### src/inc/tsr_pkg.sv
// constants and carrier types for the temperature and status readout
package tsr_pkg;

  // register byte addresses on the internal register port
  localparam logic [7:0] TSR_ADDR_TEMP_LOW  = 8'h0E;
  localparam logic [7:0] TSR_ADDR_TEMP_HIGH = 8'h0F;

  // widths
  localparam int unsigned TSR_TEMP_W = 12;
  localparam int unsigned TSR_DATA_W = 8;

  // field positions in the low byte
  localparam int unsigned TSR_FRAC_MSB     = 7;
  localparam int unsigned TSR_FRAC_LSB     = 4;
  localparam int unsigned TSR_EEF_BIT      = 3;
  localparam int unsigned TSR_EEPROM_BUSY_FLAG_BIT   = 2;
  localparam int unsigned TSR_CLOCK_OUTPUT_INT_FLAG_BIT     = 1;
  localparam int unsigned TSR_BSF_BIT      = 0;

  // field positions of the integer part inside the 12-bit value
  localparam int unsigned TSR_INT_MSB      = 11;
  localparam int unsigned TSR_INT_LSB      = 4;

  // switchover mode codes that disable switchover
  localparam logic [1:0] TSR_BSM_OFF_A = 2'h0;
  localparam logic [1:0] TSR_BSM_OFF_B = 2'h3;

  // reset values
  localparam logic [11:0] TSR_TEMP_RST  = 12'h000;
  localparam logic        TSR_BSF_RST   = 1'b0;
  localparam logic [7:0]  TSR_RDATA_RST = 8'h00;
  localparam logic [7:0]  TSR_UNMAPPED  = 8'h00;

  // synchroniser depth
  localparam int unsigned TSR_SYNC_STAGES = 3;

  // one register access from the serial interface logic
  typedef struct packed {
    logic       rd;
    logic       wr;
    logic [7:0] addr;
    logic [7:0] wdata;
  } tsr_reg_req_t;

  // flags driven by neighbouring engines
  typedef struct packed {
    logic eeprom_fail_flag;
    logic eeprom_busy_flag;
    logic clock_output_int_flag;
  } tsr_ext_flags_t;

endpackage

### src/hdl/tsr_readout.sv
// temperature value and status flag readout behind the register port
//
// Overview of operation
// - power-on reset clears backup switch flag
// - modes 00 and 11 hold flag zero
// - high byte read-only, writes ignored
// - high byte is signed integer bits 11:4
// - low byte: fraction, fail, busy, clock, backup
`timescale 1ns/1ps
`default_nettype none

module tsr_readout (
  input  wire logic                    sys_clk,
  input  wire logic                    srst,
  input  wire tsr_pkg::tsr_reg_req_t   reg_req,
  output logic [7:0]                   reg_rdata,
  output logic                         reg_rvalid,
  input  wire logic [11:0]             temp_value,
  input  wire logic                    temp_update,
  input  wire tsr_pkg::tsr_ext_flags_t ext_flags,
  input  wire logic [1:0]              backup_switch_mode_field,
  input  wire logic                    switchover_async,
  output logic                         backup_switch_flag,
  output logic [11:0]                  temp_current
);

  logic [11:0] temp_reg;
  logic [11:0] temp_next;
  logic        bsf_reg;
  logic        bsf_next;
  logic [7:0]  rdata_reg;
  logic [7:0]  rdata_next;
  logic        rvalid_reg;
  logic        rvalid_next;
  logic        switch_rise;
  logic        mode_enabled;
  logic        bsf_visible;
  logic [7:0]  low_byte;
  logic [7:0]  high_byte;

  // switchover indication comes from the supply monitor, another domain
  tsr_event_sync u_switch_sync (
    .sys_clk    (sys_clk),
    .srst       (srst),
    .async_in   (switchover_async),
    .level_out  (),
    .rise_pulse (switch_rise)
  );

  // true when the mode code leaves switchover enabled
  function automatic logic tsr_mode_on(input logic [1:0] mode);
    tsr_mode_on = (mode != tsr_pkg::TSR_BSM_OFF_A) && (mode != tsr_pkg::TSR_BSM_OFF_B);
  endfunction

  assign mode_enabled = tsr_mode_on(backup_switch_mode_field);

  // flag gated by mode
  // gating the view too covers the cycle in which the mode just turned off
  assign bsf_visible = bsf_reg & mode_enabled;

  assign low_byte = {temp_reg[tsr_pkg::TSR_FRAC_MSB-4:tsr_pkg::TSR_FRAC_LSB-4],
                     ext_flags.eeprom_fail_flag,
                     ext_flags.eeprom_busy_flag,
                     ext_flags.clock_output_int_flag,
                     bsf_visible};

  // integer part with sign in bit 7
  assign high_byte = temp_reg[tsr_pkg::TSR_INT_MSB:tsr_pkg::TSR_INT_LSB];

  // temperature holding register; no shadowing between the two bytes
  always_comb begin
    temp_next = temp_reg;
    if (temp_update) begin
      temp_next = temp_value;
    end
  end

  // backup switch flag next value
  always_comb begin
    bsf_next = bsf_reg;
    if (reg_req.wr && (reg_req.addr == tsr_pkg::TSR_ADDR_TEMP_LOW)
        && !reg_req.wdata[tsr_pkg::TSR_BSF_BIT]) begin
      bsf_next = 1'b0;
    end
    if (switch_rise) begin
      bsf_next = 1'b1;
    end
    if (!mode_enabled) begin
      bsf_next = 1'b0;
    end
  end

  // read data path, one cycle after the read strobe
  always_comb begin
    rdata_next  = rdata_reg;
    rvalid_next = reg_req.rd;
    if (reg_req.rd) begin
      unique case (reg_req.addr)
        tsr_pkg::TSR_ADDR_TEMP_LOW:  rdata_next = low_byte;
        tsr_pkg::TSR_ADDR_TEMP_HIGH: rdata_next = high_byte;
        default:                     rdata_next = tsr_pkg::TSR_UNMAPPED;
      endcase
    end
  end

  // state registers
  always_ff @(posedge sys_clk) begin
    if (srst) begin
      temp_reg   <= tsr_pkg::TSR_TEMP_RST;
      bsf_reg    <= tsr_pkg::TSR_BSF_RST;
      rdata_reg  <= tsr_pkg::TSR_RDATA_RST;
      rvalid_reg <= 1'b0;
    end else begin
      temp_reg   <= temp_next;
      bsf_reg    <= bsf_next;
      rdata_reg  <= rdata_next;
      rvalid_reg <= rvalid_next;
    end
  end

  assign reg_rdata          = rdata_reg;
  assign reg_rvalid         = rvalid_reg;
  assign backup_switch_flag = bsf_visible;
  assign temp_current       = temp_reg;
endmodule
`default_nettype wire

### src/hdl/tsr_event_sync.sv
// three-stage synchroniser with agreement filter and rising-edge pulse
`timescale 1ns/1ps
`default_nettype none

module tsr_event_sync (
  input  wire logic sys_clk,
  input  wire logic srst,
  input  wire logic async_in,
  output logic      level_out,
  output logic      rise_pulse
);

  logic [2:0] stage_reg;
  logic [2:0] stage_next;
  logic       level_reg;
  logic       level_next;
  logic       rise_reg;
  logic       rise_next;

  // the first stage feeds only the second; stages two and three vote
  always_comb begin
    stage_next = {stage_reg[1:0], async_in};
    level_next = level_reg;
    if (stage_reg[1] == stage_reg[2]) begin
      level_next = stage_reg[2];
    end
    rise_next = level_next & ~level_reg;
  end

  // registers only
  always_ff @(posedge sys_clk) begin
    if (srst) begin
      stage_reg <= 3'h0;
      level_reg <= 1'b0;
      rise_reg  <= 1'b0;
    end else begin
      stage_reg <= stage_next;
      level_reg <= level_next;
      rise_reg  <= rise_next;
    end
  end

  assign level_out  = level_reg;
  assign rise_pulse = rise_reg;

endmodule
`default_nettype wire

### config.mk
export PLATFORM = sky130hd
export DESIGN_NAME = tsr_readout
export DESIGN_NICKNAME = d
export VERILOG_FILES = /design/src/inc/tsr_pkg.sv /design/src/hdl/tsr_readout.sv /design/src/hdl/tsr_event_sync.sv
export SDC_FILE = /design/constraint.sdc
export NUM_CORES = 1
export LEC_CHECK = 0
export BUFFER_PORTS_ARGS = -buffer_cell sky130_fd_sc_hd__buf_2
export CORE_MARGIN = 2
export CORE_UTILIZATION = 46
export DETAILED_ROUTE_END_ITERATION = 16
export GPL_TIMING_DRIVEN = 0
export PLACE_DENSITY = 0.9
export REMOVE_ABC_BUFFERS = 1
export SLEW_MARGIN = 30
export SYNTH_ARGS = -nofsm -noshare
export SYNTH_HDL_FRONTEND = slang
export SYNTH_SLANG_ARGS = --single-unit
### constraint.sdc
create_clock -name sys_clk -period 3.6 [get_ports sys_clk]
set_clock_uncertainty 0.15 [all_clocks]
set_input_delay 0.72 -clock sys_clk [delete_from_list [all_inputs] [get_ports sys_clk]]
set_output_delay 0.72 -clock sys_clk [all_outputs]
set_load 0.01 [all_outputs]
## Yosys cells after proc, flatten, opt, wreduce, memory -nomap -nowiden

Cells that the tools add are included.

- Memories: 0
- Bits in read-only memories: 0
- Bits in registers: 27
- Bits in writable memories: 0
- Output and inout bits: 22
- Bits in latches: 0

- $add $sub $neg: 0
- Muxes and demuxes: 4
- Multipliers: 0
- Reductions and logical operators: 7
- Shift operators: 0
- Eq/ne operators: 4
- Bitwise logic cells: 4
- $lt $le $gt $ge: 0
- Divide/modulo/power cells: 0

Operator list:

| operator | number |
|---|---|
| $eq 8x4->1 const B | 2 |
| $pmux 8 s2 | 1 |
| $reduce_bool 2->1 | 2 |
| $logic_and 1x1->1 | 3 |
| $mux 1 | 3 |
| $and 1x1->1 | 2 |
| $ne 2x2->1 const B | 1 |
| $not 1->1 | 2 |
| $reduce_or 2->1 | 1 |
| $eq 1x1->1 | 1 |
| $logic_not 1->1 | 1 |

## Logic depth before layout (Yosys ltp)

- Depth in word-level cells: 5
- Mapped depth: 4

## Hierarchy

Synthesis repeated with hierarchy kept, for this count alone.

- Cell total of the unflattened synthesis: 106
- Area, all modules: 1088.5 um2

By module, submodules not included:

| module | area each (um2) | instances | cells each |
|---|---|---|---|
| tsr_readout | 939.7 | 1 | 94 |
| tsr_event_sync | 148.9 | 1 | 12 |

## Worst setup path after synthesis

No wires, ideal clock.

- Kind: input to output
- Start point: input backup_switch_mode_field[1]
- End point: output backup_switch_flag
- Arrival: 1078 ps
- Stages on the path: 2
- Slack: 1652 ps
- Path buffers: 0
- Cell sequence: xor2_1 and2_1

- Cells in the longest elaborated chain, start to end: 3
- Elaborated cells on any way between the ends: 4
- Classes of those cells: eq/ne (1); bitwise (1); reduce/logical (2)

Ends and longest elaborated chain:

| element | line | text |
|---|---|---|
| start, declared | tsr_readout.sv:21 | `input wire logic [1:0] backup_switch_mode_field,` |
| $ne 2x2->1 or $reduce_bool 2->1 (tied branches) | tsr_readout.sv:52 | `tsr_mode_on = (mode != tsr_pkg::TSR_BSM_OFF_A) && (mode != tsr_pkg::TSR_BSM_OFF_B);` |
| $logic_and 1x1->1 * | tsr_readout.sv:52 |  |
| $and 1x1->1 * | tsr_readout.sv:59 | `assign bsf_visible = bsf_reg & mode_enabled;` |
| end, declared | tsr_readout.sv:23 | `output logic backup_switch_flag,` |

Mark *: on every way between the ends. The rest lies on a longest branch, timed or not.

## Worst setup path in the final report

Same ends and word-level chain as after synthesis.

==> impl_metrics.py <==
metrics = {
    "pwr": {
        "p_leak_nw": 0.6557,
        "cellPowerDensity_nw_per_um2": 371.2,
        "ir_drop_mv": 0.2650,
        "total_power_uw": 511.3,
    },
    "setup_path": {
        "critPathTopFamily": "buffers and inverters",
        "cp-start-kind": "input pin",
        "critical_path_class": "in -> out",
        "crit_chain": "buf_2, xor2_1, and2_1, buf_2",
        "arrival_ns": 1.32,
        "critPathLaunch": "backup_switch_mode_field[1]",
        "critPathRequiredTime_ns": 2.73,
        "path_common_cell": "buf_2",
        "path_max_fanout": 3,
        "cp-end-kind": "output pin",
        "r2r_start": "u_switch_sync.rise_pulse$_SDFF_PP0_",
        "critPathSlowestCell": "xor2_1",
        "critPathMaxStageDelay_ns": 0.20,
        "path_buf_inv": 2,
    },
    "placement": {
        "gp_congestion": 0.6233,
        "port_buffers": 53,
        "dpl.cell_count": 181,
        "placed_area_um2": 1351,
        "hpwl_um": 1806,
    },
    "finish": {
        "final_core_util_pct": 62.27,
        "layout-drive-gt1-share_pct": 41.40,
        "synthToLayoutAreaGrowth_pct": 27.43,
        "fin_nets": 197,
        "layout.cells.non_filler": 185,
        "stdcell_area_um2": 1378,
        "final_cell_mix": "53 x buf_2, 27 x dfxtp_1, 12 x mux2i_1, 12 x nor2_1, 8 x a21oi_1",
        "largest_reg_flops": 12,
        "diodes": 0,
        "final_common_cell": "buf_2",
    },
    "detailed_routing": {
        "wire_per_inst_um": 13.22,
        "drt_iter0_markers": 6,
        "drc": 0,
        "drt-vias-per-instance": 5.038,
        "dr_total_vias": 932,
        "drtPass1Iterations": 3,
        "wl_um": 2445,
        "ant_nets": 0,
    },
    "synth": {
        "synth.avg_cell_area_um2": 10.10,
        "ys_seq_area_share_pct": 50.00,
        "ys.flop_type": "dfxtp_1",
        "synth_cell_types": 24,
        "synth-edff-count": 0,
        "synth_seq_cells": 27,
        "async_flop_share_pct": 0,
        "netlist_area_um2": 1081,
        "syn_inst": 107,
        "synth_warnings": 0,
    },
    "clock_tree": {
        "cts_setup_buffers": 0,
        "clock_latency_ns": 0.31,
        "clockBufferDepth": 2,
        "htreeDepth": 1,
        "cts_made_buffers": 3,
        "post_cts_resized": 0,
        "hold_buffers": 0,
        "cts_tree": "yes",
        "cts_root_buf": "clkbuf_4",
        "clkTransAtPathRegs_ns": 0.13,
        "cts_sinks": 27,
    },
    "sta": {
        "finalHoldViolCount": 0,
        "setup-tns-final_ns": 0,
        "maxSlewHeadroom_pct": 63.33,
        "timing_worst_slew_pin_value_ns": 0.5460,
        "report.final.setup_viol": 0,
        "slew_violations": 0,
        "rsz0062_at_grt": "false",
        "finalWorstPathRequiredPeriod_ns": 2.192,
        "fmax_mhz": 456.3,
        "period_share_pct": 60.88,
    },
    "die": {
        "dieArea_um2": 2754,
        "rows": 17,
        "core_area_um2": 2212,
        "start_util_pct": 48.87,
        "die_h_um": 52.48,
        "ios": 61,
        "die_x_um": 52.48,
    },
    "global_route": {
        "grt_pass1_vias": 890,
        "overflow": 0,
        "grt_util_all_layers_pct": 19.24,
        "grt_pass1_wl_um": 3850,
        "antenna_found_initial": 0,
        "grt_max_degree": 28,
    },
    "outcome": {
        "outcome": "completed",
    },
    "min_path": {
        "hold_path_class": "reg -> reg",
        "hold_path_startpoint": "u_switch_sync.level_out$_SDFF_PP0_",
    },
    "job": {
        "drv_cap": 0,
    },
}
[power by group]
| part | internal (mW) | leakage [nW] | total [mW] | switching [mW] |
|---|---|---|---|---|
| clock | 0.0432 | 0.0150 | 0.128 | 0.0843 |
| combinational | 0.0345 | 0.420 | 0.0683 | 0.0338 |
| sequential | 0.309 | 0.221 | 0.315 | 0.00653 |
| total | 0.387 | 0.656 | 0.511 | 0.125 |
[worst paths after layout]
check | cells after the start | slack (ns) | endpoint
max | 4 | 1.41 | backup_switch_flag
min | 1 | 0.28 | u_switch_sync.rise_pulse$_SDFF_PP0_
max reg2reg | 3 | 2.51 | bsf_reg$_SDFFE_PP0P_
min reg2reg | 1 | 0.28 | u_switch_sync.rise_pulse$_SDFF_PP0_
[final cells by class]
class	instances	area, um2
flip-flops and latches	27	540.5
multi-input cells	72	506.7
inverters	1	3.754
fillers	197	834.6
well taps	28	35.03
repair buffers	53	265.3
clock buffers	4	26.28
[routing by layer]
metal / vias up / global-route usage [%] / share of wire (%) / wire length (um)
met5: - / 0 / 0 / 0
met4: 0 / 8.547 / 0.53 / 13
met3: 2 / 3.429 / 3.9 / 95
met2: 27 / 35.00 / 53 / 1286
met1: 431 / 21.53 / 43 / 1049
li1: 472 / - / - / -
[worst register-to-register path: cells and delay by family (launching register included)]
| kind | cells | cell delay, ns |
|---|---|---|
| flops | 1 | 0.34 |
| simple gates | 3 | 0.50 |
[kinds of logic after synthesis]
family | synth area share, %
buffers and inverters | 3.124
xor gates and xnor gates | 0.8103
muxes | 18.40
AOI/OAI and AO/OA | 6.135
and+or+nand+nor | 21.53
DFF | 50.00
[synth_stat cells (all sizes together) (2+ instances only)]
cell    count  share of area (%)
mux2i      12                 11
nor2       12                4.2
clkbuf      3                1.0
dfxtp      27                 50
mux2        7                7.3
a21oi       8                3.7
nor2b       5                2.9
nand2b      7                4.1
buf         4                1.7
and3        2                1.3
nand4       7                4.1
nor3        2               0.93
o21ai       2               0.93
[per-stage QoR]
step | hold slack, ns | worst slack (ns)
after floorplan | 0.2402 | 1.652
after global placement | 0.2467 | 1.451
after detailed placement | 0.2611 | 1.420
after CTS | 0.2802 | 1.417
after global routing | 0.3032 | 1.378
final | 0.2799 | 1.408
No activity file was read; power rests on OpenSTA's default activity.
